### src/icl_pkg.sv
// Purpose: constants for the interrupt control logic
// Assumes: 32-bit AXI4-Lite register access, byte addresses = 4 * index
// Notes: register indices kept as printed
package icl_pkg;
  // ==========================================================
  // register indices and byte addresses
  localparam logic [7:0] IDX_CTRL = 8'h0B;
  localparam logic [7:0] IDX_PFLAG = 8'h0C;
  localparam logic [7:0] IDX_OPTION = 8'h81;
  localparam logic [7:0] IDX_PEN = 8'h8C;
  localparam logic [7:0] IDX_PCSEL = 8'h96;
  localparam logic [7:0] IDX_CORE = 8'hF0;
  localparam logic [9:0] ADDR_CTRL = {IDX_CTRL, 2'b00};
  localparam logic [9:0] ADDR_PFLAG = {IDX_PFLAG, 2'b00};
  localparam logic [9:0] ADDR_OPTION = {IDX_OPTION, 2'b00};
  localparam logic [9:0] ADDR_PEN = {IDX_PEN, 2'b00};
  localparam logic [9:0] ADDR_PCSEL = {IDX_PCSEL, 2'b00};
  localparam logic [9:0] ADDR_CORE = {IDX_CORE, 2'b00};
  // ==========================================================
  // reset values
  localparam logic [7:0] RST_CTRL = 8'h00;
  localparam logic [7:0] RST_PFLAG = 8'h00;
  localparam logic [7:0] RST_OPTION = 8'hFF;
  localparam logic [7:0] RST_PEN = 8'h00;
  localparam logic [5:0] RST_PCSEL = 6'h00;
  // ==========================================================
  // control/status fields
  localparam int B_GIE = 7;
  localparam int B_PERIPH_GROUP_ENABLE = 6;
  localparam int B_TIMER0_WRAP_ENABLE = 5;
  localparam int B_PINE = 4;
  localparam int B_PCE = 3;
  localparam int B_T0F = 2;
  localparam int B_PINF = 1;
  localparam int B_PCF = 0;
  localparam int B_EDGE = 6;
  // peripheral flag / enable fields
  localparam int B_EE = 7;
  localparam int B_AD = 6;
  localparam int B_CM = 3;
  localparam int B_T1 = 0;
  localparam logic [7:0] PERIPH_MASK = 8'hC9;
  // ==========================================================
  // vector and core timing
  localparam logic [12:0] SERVICE_VECTOR = 13'h0004;
  localparam logic [1:0] SYNC_LAT = 2'h2;
  localparam logic [1:0] RESP_OKAY = 2'b00;
  localparam logic [1:0] RESP_SLVERR = 2'b10;
endpackage

### src/icl_top.sv
// Purpose: interrupt control logic: flags, enables, core request, vector, wake
// Assumes: one instruction cycle per i_q_start pulse; events are one-cycle pulses
// Notes: watchdog and software context saving are outside this block
//
// Contract
// - seven sources: edge pin, timer0, port change, comparator, A/D, timer1, EEPROM.
// - global enable at control bit 7 gates the core request, not flags or wake; each source has own enable.
// - reset clears global enable; power reset zeroes control, others keep port flag; i_arst_n zeroes port flag too.
// - return-from-service sets global enable again.
// - on acceptance clear global enable, push return address, load vector 0004h.
// - edge-pin and port-change requests vector within three or four instruction cycles.
// - flags set on events whatever the enables.
// - instruction clearing global enable blocks next-cycle service; requests stay pending.
// - edge pin: rising if option bit 6 set, falling if clear; sets flag bit 1.
// - control bit 4 gates pin request; enabled pin event wakes from sleep.
// - pin flag may set during Q4 through Q1.
// - timer0 wrap sets control bit 2; control bit 5 enables it.
// - enabled port pin change sets bit 0; bit 3 gates; select register picks pins.
// - a change during port read at Q2 may be missed.
// - A/D done sets peripheral flag bit 6; enable bit 6 gates it.
// - peripheral flags EEPROM 7, A/D 6, comparator 3, timer1 0; enables alike.
// - hardware saves only return address; working registers left to software.
// - enabled request wakes sleep regardless of global enable.
module icl_top
  import icl_pkg::*;
#(
  parameter int PORT_W = 6
) (
  // clock and reset
  input wire logic i_sys_clk,
  input wire logic i_arst_n,
  input wire logic i_power_reset,
  input wire logic i_soft_reset,
  // pins
  input wire logic i_external_edge_pin,
  input wire logic [PORT_W-1:0] i_port_pins,
  // event pulses from peripherals
  input wire logic i_timer0_wrap,
  input wire logic i_comparator_change,
  input wire logic i_conversion_done,
  input wire logic i_timer1_wrap,
  input wire logic i_eeprom_write_done,
  // core sequencer
  input wire logic i_q_start,
  input wire logic i_return_from_service,
  input wire logic [12:0] i_return_pc,
  input wire logic i_sleeping,
  output logic o_core_request,
  output logic o_vector_load,
  output logic [12:0] o_vector_pc,
  output logic o_stack_push,
  output logic [12:0] o_stack_data,
  output logic o_wake,
  // axi4-lite slave
  input wire logic [9:0] s_axi_awaddr,
  input wire logic s_axi_awvalid,
  output logic s_axi_awready,
  input wire logic [31:0] s_axi_wdata,
  input wire logic [3:0] s_axi_wstrb,
  input wire logic s_axi_wvalid,
  output logic s_axi_wready,
  output logic [1:0] s_axi_bresp,
  output logic s_axi_bvalid,
  input wire logic s_axi_bready,
  input wire logic [9:0] s_axi_araddr,
  input wire logic s_axi_arvalid,
  output logic s_axi_arready,
  output logic [31:0] s_axi_rdata,
  output logic [1:0] s_axi_rresp,
  output logic s_axi_rvalid,
  input wire logic s_axi_rready
);

  // ==========================================================
  // pin synchronisers
  logic pin_s1, pin_s2, pin_prev;
  logic [PORT_W-1:0] port_s1, port_s2, port_prev;
  logic next_pin_prev;
  logic [PORT_W-1:0] next_port_prev;

  always_ff @(posedge i_sys_clk or negedge i_arst_n) begin
    if (!i_arst_n) begin
      pin_s1 <= 1'b0;
      pin_s2 <= 1'b0;
      port_s1 <= '0;
      port_s2 <= '0;
    end else begin
      pin_s1 <= i_external_edge_pin;
      pin_s2 <= pin_s1;
      port_s1 <= i_port_pins;
      port_s2 <= port_s1;
    end
  end

  // ==========================================================
  // registers
  logic [7:0] ctrl, pflag, option, pen;
  logic [PORT_W-1:0] pcsel;
  logic [7:0] next_ctrl, next_pflag, next_option, next_pen;
  logic [PORT_W-1:0] next_pcsel;
  logic aw_hold, w_hold, next_aw_hold, next_w_hold;
  logic [9:0] aw_addr, next_aw_addr;
  logic [31:0] w_data, next_w_data;
  logic [3:0] w_strb, next_w_strb;
  logic bvalid, next_bvalid, rvalid, next_rvalid;
  logic [1:0] bresp, next_bresp, rresp, next_rresp;
  logic [31:0] rdata, next_rdata;
  logic req, next_req, vload, next_vload;
  logic [12:0] spc, next_spc;
  logic [1:0] age, next_age;

  logic pin_edge, port_change, do_write, accept;
  logic [7:0] wb;
  logic core_any, periph_any, wake_any;

  always_comb begin
    // edge polarity selected by option bit 6
    pin_edge = option[B_EDGE] ? (pin_s2 & ~pin_prev) : (~pin_s2 & pin_prev);
    port_change = |((port_s2 ^ port_prev) & pcsel);
    next_pin_prev = pin_s2;
    next_port_prev = port_s2;
  end

  // ==========================================================
  // axi write/read channel handling
  always_comb begin
    next_aw_hold = aw_hold;
    next_w_hold = w_hold;
    next_aw_addr = aw_addr;
    next_w_data = w_data;
    next_w_strb = w_strb;
    if (s_axi_awvalid && s_axi_awready) begin
      next_aw_hold = 1'b1;
      next_aw_addr = s_axi_awaddr;
    end
    if (s_axi_wvalid && s_axi_wready) begin
      next_w_hold = 1'b1;
      next_w_data = s_axi_wdata;
      next_w_strb = s_axi_wstrb;
    end
    do_write = aw_hold && w_hold && !bvalid;
    if (do_write) begin
      next_aw_hold = 1'b0;
      next_w_hold = 1'b0;
    end
    next_bvalid = bvalid;
    next_bresp = bresp;
    if (do_write) begin
      next_bvalid = 1'b1;
      unique case (aw_addr)
        ADDR_CTRL, ADDR_PFLAG, ADDR_OPTION, ADDR_PEN, ADDR_PCSEL: next_bresp = RESP_OKAY;
        default: next_bresp = RESP_SLVERR;
      endcase
    end else if (bvalid && s_axi_bready) begin
      next_bvalid = 1'b0;
    end
    wb = w_data[7:0];
    next_rvalid = rvalid;
    next_rdata = rdata;
    next_rresp = rresp;
    if (s_axi_arvalid && s_axi_arready) begin
      next_rvalid = 1'b1;
      next_rresp = RESP_OKAY;
      unique case (s_axi_araddr)
        ADDR_CTRL: next_rdata = {24'h000000, ctrl};
        ADDR_PFLAG: next_rdata = {24'h000000, pflag};
        ADDR_OPTION: next_rdata = {24'h000000, option};
        ADDR_PEN: next_rdata = {24'h000000, pen};
        ADDR_PCSEL: next_rdata = {{(32-PORT_W){1'b0}}, pcsel};
        ADDR_CORE: next_rdata = {15'h0000, age, req, vload, spc};
        default: begin
          next_rdata = 32'h00000000;
          next_rresp = RESP_SLVERR;
        end
      endcase
    end else if (rvalid && s_axi_rready) begin
      next_rvalid = 1'b0;
    end
  end

  // ==========================================================
  // flags, enables and service sequencing
  always_comb begin
    next_ctrl = ctrl;
    next_pflag = pflag;
    next_option = option;
    next_pen = pen;
    next_pcsel = pcsel;
    // software writes first; hardware sets below win over clears
    if (do_write && w_strb[0]) begin
      unique case (aw_addr)
        ADDR_CTRL: next_ctrl = wb;
        ADDR_PFLAG: next_pflag = wb & PERIPH_MASK;
        ADDR_OPTION: next_option = wb;
        ADDR_PEN: next_pen = wb & PERIPH_MASK;
        ADDR_PCSEL: next_pcsel = wb[PORT_W-1:0];
        default: next_pcsel = pcsel;
      endcase
    end
    if (pin_edge) next_ctrl[B_PINF] = 1'b1;
    if (i_timer0_wrap) next_ctrl[B_T0F] = 1'b1;
    if (port_change) next_ctrl[B_PCF] = 1'b1;
    if (i_eeprom_write_done) next_pflag[B_EE] = 1'b1;
    if (i_conversion_done) next_pflag[B_AD] = 1'b1;
    if (i_comparator_change) next_pflag[B_CM] = 1'b1;
    if (i_timer1_wrap) next_pflag[B_T1] = 1'b1;
    if (i_return_from_service) next_ctrl[B_GIE] = 1'b1;
    core_any = (ctrl[B_TIMER0_WRAP_ENABLE] & ctrl[B_T0F]) | (ctrl[B_PINE] & ctrl[B_PINF])
             | (ctrl[B_PCE] & ctrl[B_PCF]);
    periph_any = ctrl[B_PERIPH_GROUP_ENABLE] & (|(pflag & pen));
    wake_any = core_any | periph_any;
    next_req = ctrl[B_GIE] & wake_any;
    // service taken only at an instruction boundary with enable still set
    accept = req && ctrl[B_GIE] && i_q_start && !i_sleeping;
    next_vload = accept;
    next_spc = spc;
    next_age = 2'h0;
    if (accept) begin
      next_ctrl[B_GIE] = 1'b0;
      next_spc = i_return_pc;
    end
    // pending core request of any source counted in instruction cycles
    if (req && i_q_start && age != 2'h3) next_age = age + 2'h1;
    else if (req) next_age = age;
  end

  always_ff @(posedge i_sys_clk or negedge i_arst_n) begin
    if (!i_arst_n) begin
      ctrl <= RST_CTRL;
      pflag <= RST_PFLAG;
      option <= RST_OPTION;
      pen <= RST_PEN;
      pcsel <= RST_PCSEL;
      pin_prev <= 1'b0;
      port_prev <= '0;
      aw_hold <= 1'b0;
      w_hold <= 1'b0;
      aw_addr <= '0;
      w_data <= '0;
      w_strb <= '0;
      bvalid <= 1'b0;
      bresp <= RESP_OKAY;
      rvalid <= 1'b0;
      rdata <= '0;
      rresp <= RESP_OKAY;
      req <= 1'b0;
      vload <= 1'b0;
      spc <= '0;
      age <= '0;
    end else if (i_power_reset) begin
      ctrl <= RST_CTRL;
      pflag <= RST_PFLAG;
      option <= RST_OPTION;
      pen <= RST_PEN;
      pcsel <= RST_PCSEL;
      pin_prev <= pin_s2;
      port_prev <= port_s2;
      aw_hold <= next_aw_hold;
      w_hold <= next_w_hold;
      aw_addr <= next_aw_addr;
      w_data <= next_w_data;
      w_strb <= next_w_strb;
      bvalid <= next_bvalid;
      bresp <= next_bresp;
      rvalid <= next_rvalid;
      rdata <= next_rdata;
      rresp <= next_rresp;
      req <= 1'b0;
      vload <= 1'b0;
      spc <= '0;
      age <= '0;
    end else if (i_soft_reset) begin
      ctrl <= {7'h00, ctrl[B_PCF]};
      pflag <= RST_PFLAG;
      option <= RST_OPTION;
      pen <= RST_PEN;
      pcsel <= RST_PCSEL;
      pin_prev <= pin_s2;
      port_prev <= port_s2;
      aw_hold <= next_aw_hold;
      w_hold <= next_w_hold;
      aw_addr <= next_aw_addr;
      w_data <= next_w_data;
      w_strb <= next_w_strb;
      bvalid <= next_bvalid;
      bresp <= next_bresp;
      rvalid <= next_rvalid;
      rdata <= next_rdata;
      rresp <= next_rresp;
      req <= 1'b0;
      vload <= 1'b0;
      spc <= '0;
      age <= '0;
    end else begin
      ctrl <= next_ctrl;
      pflag <= next_pflag;
      option <= next_option;
      pen <= next_pen;
      pcsel <= next_pcsel;
      pin_prev <= next_pin_prev;
      port_prev <= next_port_prev;
      aw_hold <= next_aw_hold;
      w_hold <= next_w_hold;
      aw_addr <= next_aw_addr;
      w_data <= next_w_data;
      w_strb <= next_w_strb;
      bvalid <= next_bvalid;
      bresp <= next_bresp;
      rvalid <= next_rvalid;
      rdata <= next_rdata;
      rresp <= next_rresp;
      req <= next_req;
      vload <= next_vload;
      spc <= next_spc;
      age <= next_age;
    end
  end

  // ==========================================================
  // outputs
  always_comb begin
    s_axi_awready = !aw_hold;
    s_axi_wready = !w_hold;
    s_axi_bvalid = bvalid;
    s_axi_bresp = bresp;
    s_axi_arready = !rvalid;
    s_axi_rvalid = rvalid;
    s_axi_rdata = rdata;
    s_axi_rresp = rresp;
    o_core_request = req;
    o_vector_load = vload;
    o_vector_pc = SERVICE_VECTOR;
    o_stack_push = vload;
    o_stack_data = spc;
    o_wake = wake_any;
  end

endmodule

### config.mk
export PLATFORM = sky130hd
export DESIGN_NAME = icl_top
export DESIGN_NICKNAME = d
export VERILOG_FILES = /design/src/icl_pkg.sv /design/src/icl_top.sv
export SDC_FILE = /design/constraint.sdc
export NUM_CORES = 1
export LEC_CHECK = 0
export BUFFER_PORTS_ARGS = -buffer_cell sky130_fd_sc_hd__buf_4
export CORE_AREA = 2 2 114 116
export DETAILED_ROUTE_END_ITERATION = 8
export DIE_AREA = 0 0 116 118
export GPL_ROUTABILITY_DRIVEN = 1
export PLACE_DENSITY = 0.65
export SYNTH_ARGS = -nofsm -noshare
export SYNTH_HDL_FRONTEND = slang
export SYNTH_SLANG_ARGS = --single-unit
### constraint.sdc
create_clock -name i_sys_clk -period 1.8 [get_ports i_sys_clk]
set_input_delay 0.18 -clock i_sys_clk [delete_from_list [all_inputs] [get_ports i_sys_clk]]
set_output_delay 0.18 -clock i_sys_clk [all_outputs]
set_load 0.01 [all_outputs]
Word-level counts from Yosys, hierarchy flattened
Cells that the tools add are included.
{"block": "op_classes", "n_mul": 0, "reduce_logical": 62, "n_lt_le_gt_ge": 0, "n_eq_ne": 14, "div_mod_pow": 0, "n_bitwise": 15, "n_shift": 0, "mux": 52, "addsub": 1}
{"op": "2-to-1 mux 8 bit", "n": 16}
{"op": "case mux 17 bit (6 select lines)", "n": 1}
{"op": "== test 10 bit (second input constant)", "n": 7}
{"op": "nonzero test 4 bit", "n": 12}
{"op": "== test 10 x 6 -> 1 bit (second input constant)", "n": 4}
{"op": "2-to-1 mux 13 bit", "n": 3}
{"op": "nonzero test 3 bit", "n": 9}
{"op": "2-to-1 mux 6 bit", "n": 4}
{"op": "AND reduction 2 bit", "n": 12}
{"op": "2-to-1 mux 1 bit", "n": 22}
{"op": "logical AND 1 bit", "n": 13}
{"op": "2-to-1 mux 2 bit", "n": 6}
{"op": "OR reduction 6 bit", "n": 2}
{"op": "nonzero test 5 bit", "n": 2}
{"op": "bitwise AND 8 bit", "n": 1}
{"op": "nonzero test 2 bit", "n": 4}
{"op": "OR reduction 8 bit", "n": 1}
{"op": "bitwise AND 1 bit", "n": 7}
{"op": "bitwise AND 6 bit", "n": 1}
{"op": "XOR 6 bit", "n": 1}
{"op": "zero test 1 bit", "n": 5}
{"op": "OR reduction 5 bit", "n": 1}
{"op": "!= test 2 bit (second input constant)", "n": 2}
{"op": "!= test 4 x 3 -> 1 bit (second input constant)", "n": 1}
{"op": "other kinds (4)", "n": 7}
{"block": "totals", "elab_cells": 177, "input_bits": 93, "out_inout_bits": 71, "ramBits": 0, "register_bits": 135, "rom_bits": 0, "mem_count": 0, "latchBits": 0}

Longest topological paths before layout
{"block": "depth", "ltp_word": 8, "mapped_depth": 6, "mapped_depth_nobuf": 4}

Worst setup path before layout
Ideal clock, no wire load.
{"block": "synth_path", "kind": "flip-flop to flip-flop", "start": "reg aw_addr[1]", "end": "reg pcsel[0]", "t_arrival_ns": 1.691, "n_path_buf": 0, "path_slack_ns": -0.024, "stages_incl_launch_ff": 5, "synth_period_minus_slack_ns": 1.824, "path_cell_list": "dfrtp_1 or4_4 nor4_4 mux2i_1 nor2_2"}
{"block": "synth_between", "elab_chain_cells": 3}
{"element": "from (decl)", "line_no": "icl_top.sv:102", "rtl": "logic [9:0] aw_addr, next_aw_addr;"}
{"element": "from (signal assigned)", "line_no": "icl_top.sv:260", "rtl": "aw_addr <= next_aw_addr;"}
{"element": "from (signal assigned)", "line_no": "icl_top.sv:282", "rtl": "aw_addr <= next_aw_addr;"}
{"element": "from (signal assigned)", "line_no": "icl_top.sv:304", "rtl": "aw_addr <= next_aw_addr;"}
{"element": "== test 10 bit", "line_no": "icl_top.sv:191", "rtl": "unique case (aw_addr)"}
{"element": "nonzero test 3 bit (no source line)"}
{"element": "AND reduction 2 bit (no source line)"}
{"element": "to (signal assigned)", "line_no": "icl_top.sv:299", "rtl": "pcsel <= next_pcsel;"}
{"element": "to (decl)", "line_no": "icl_top.sv:98", "rtl": "logic [PORT_W-1:0] pcsel;"}
Every way passes these cells.
A chain may end at the register's enable or synchronous reset.

Worst setup path in the final report
{"block": "layout_path", "start": "reg aw_addr[1]", "end": "reg pcsel[4]"}
The elaborated chain is that of the path after synthesis.

==> run summary <==
Final Instance Count excl. Fillers -> 765
Gr ovfl total -> 0
Die ar. -> 13690 sq um
Worst EP required -> 2.00 ns
Reg-to-reg endpoint -> pcsel[4]
Fin crit period -> 1.744 ns
Routed WL per cell -> 15.70 microns
Critical path fanouts, max -> 6
Die span in y -> 118 microns
Area leader, netlist -> dfrtp_1
Net switching power figure -> 1.877 mW
Cell Area, Placed -> 6007 sq um
Final WL -> 12010 microns
DRT antenna net count -> 0
Dpl hpwl -> 8890 microns
FF/Latch Area -> 2763 sq um
Slew of the pin with the lowest slew margin -> 0.8587 ns
Clock power frac -> 30.6%
Num Clock Sinks -> 110
Initial antenna violation count -> 0
DIE WIDTH -> 116 microns
Initial core utilization -> 40.61%
Worst-Skew Late Latency -> 0.35 ns
Final Hold Viols -> 0
RSZ-0062 raised after global routing -> yes
Min-Delay Path Class -> input port to flip-flop
Post-Syn Area per Cell -> 10.79 sq um
Clk_skew -> 0.01309 ns
Hold slack -> 0.01146 ns
Post-synth top area share -> 50.63%
Final Instance Area -> 6434 sq um
Setup crit end -> pcsel[4]
Critical path's largest stage delay -> 0.56 ns
Nature of the critical path endpoint -> flip-flop
Bufs and invs on worst path -> 1
Synth warnings -> 0
Worst reg-to-reg path cell count -> 5
Sequential group share of total power -> 49.9%
CP cell instances -> or4_4, nor4_4, buf_6, mux2i_1, nor2_2
Slowest cell on crit path -> or4_4
ANT cells -> 0
PwrDens -> 1007 nW/um^2
PortBufs -> 106
DP Worst Slack -> 0.05312 ns
Htree depth -> 3
GP Congestion -> 0.7892
Drt pass-1 iters -> 4
R2R setup slack -> 0.06 ns
Initial DRC Count -> 239
FMAX -> 573.3 MHz
TritonCTS buffer count -> 9
Layout cell share with drive strength beyond 1 -> 32.04%
Max_cap viols -> 0
Pin count of the biggest net entering global routing -> 39
Area growth syn-to-layout -> 27.62%
Post-synthesis register bit count -> 110
Switching Fraction -> 28.97%
Setup CP Type -> flip-flop to flip-flop
Sequential area share after synthesis -> 54.80%
Via Count -> 3831
Area contributors post-synth -> dfrtp_1 (51%), buf_4 (4.8%), mux2_2 (4.7%)
Final Max Tran Viols -> 0
Core Area -> 12410 sq um
Area of the multi-input gates -> 2066 sq um
Ys async rst share -> 100.0%
Syn Inst Count -> 467
Clk buf depth -> 2
Synthesized area -> 5041 sq um
Post-route DRC -> 0
Clock root buffer -> clkbuf_16
CP Depth -> 5
Crit. Startpoint -> aw_addr[1]
Cell internal pwr -> 4.601 mW
Leak -> 2.885 nW
DR vias/cell -> 5.008
Max VDD drop -> 0.6496 mV
First-pass GRT wire length -> 18900 microns
Top delay family on crit path -> simple AND/OR/NAND/NOR gates
Outcome -> completed
Filler cell count -> 1136
Worst reg2reg startpoint -> aw_addr[1]
Clk slew on worst S/H paths -> 0.08 ns
Final setup fails -> 0
Count of cell types in the netlist -> 53
NumNets Final -> 683
Worst slew margin -> 42.63%
Commonest non-fill, non-tap cell in the layout -> buf_4
Comb power frac -> 19.5%
Final worst path period share -> 96.91%
TritonCTS clock tree -> done
Setup slack after layout -> 0.05563 ns
Startpoint Class -> flip-flop
Critical path arrival -> 1.94 ns
Most frequent cells in the layout -> buf_4 (121), dfrtp_1 (102), nand2_1 (49), a21oi_1 (36)
Gr usage total -> 17.58%
Main synth FF type -> dfrtp_1
Ports -> 164
# rows -> 41
DP Cell Count -> 739
Vias in the first global route -> 3758
EDFF count, synth -> 0
==> area by class of cell <==
class	instances	area share [%]
Clock inverter	4	0.8557
Timing Repair Buffer	134	16.63
Tap cell	172	3.345
Multi-Input combinational cell	328	32.11
Sequential cell	110	42.94
Clock buffer	11	3.773
Inverter	6	0.3501
==> worst register-to-register path, cell delays in order, from the launching register on <==
cell and delay, ns:
dfrtp_1 0.40, or4_4 0.56, nor4_4 0.17, buf_6 0.19
mux2i_1 0.22, nor2_2 0.05
==> kinds of logic after synthesis <==
logic type      after synthesis  synth area share (%)
mux                          38                 8.067
flops                       110                 54.80
other cells                   2                0.1490
buf+inv                      57                 6.701
compound gates               92                 11.54
xor+xnor                      7                 1.216
fa+ha+maj                     1                0.2482
simple gates                160                 17.28
==> power groups by stage <==
| stage | Sequential (mW) | Clock, mW | Combinational (mW) |
|---|---|---|---|
| 6_report | 3.23 | 1.98 | 1.26 |
| 2_1_floorplan | 3.14 | 0 | 0.800 |
| 3_5_place_dp | 3.27 | 0 | 1.25 |
| 4_1_cts | 3.22 | 2.05 | 1.27 |
| 5_1_grt | 3.29 | 2.14 | 1.40 |
| 3_3_place_gp | 3.25 | 0 | 1.22 |
==> synthesized netlist by cell type, types with 6 or more instances <==
cell	number
xor2_1	6
inv_1	6
buf_4	32
dfstp_2	8
a22oi_1	7
nor2_2	6
clkbuf_1	13
nand3_1	30
nor2_1	22
mux2_2	21
mux2i_1	17
a21oi_1	36
nor2b_1	10
a22o_1	11
dfrtp_1	102
nand2_1	49
o21ai_0	20
==> sequential cells by signal (all words and copies together), names as in the netlist, 2 cells and up <==
register and flops:
age 2, aw_addr 10, ctrl 8, next_port_prev 6, o_stack_data 13, option 8
pcsel 6, pen 4, pflag 4, port_prev 6, port_s1 6, s_axi_rdata 17
w_data 8
==> layer usage <==
| metal | track usage (%) | share of wire [%] |
|---|---|---|
| met2 | 28.95 | 49 |
| met4 | 4.762 | 1.0 |
| met5 | 0 | 0 |
| met3 | 4.119 | 6.5 |
| met1 | 23.21 | 43 |
==> through the flow <==
stage / utilization, % / total power [mW] / setup TNS, ns
global route: 51.82 / 6.833 / -0.3386
detailed placement: 48.39 / 4.522 / 0
floorplan: - / 3.944 / 0
CTS: 51.51 / 6.550 / 0
global placement: 48.39 / 4.468 / 0
finish: 51.82 / 6.478 / 0
==> worst min-delay path by stage <==
stage,startpoint,endpoint,depth (start not counted)
CTS,i_power_reset,ctrl[0],2
global route,i_power_reset,ctrl[0],2
global placement,i_arst_n,s_axi_rvalid,1
detailed placement,i_arst_n,s_axi_rvalid,1
finish,i_power_reset,ctrl[0],2
floorplan,i_arst_n,age[0],0
==> repair_timing <==
item                                   CTS  global route
endpoints found under the hold margin   42             0
setup buffers                            0             2
hold buffers                             9             0
resized for setup                        0             8
setup endpoints to repair                0            22
Note: power is estimated with default switching activity, not from simulation.
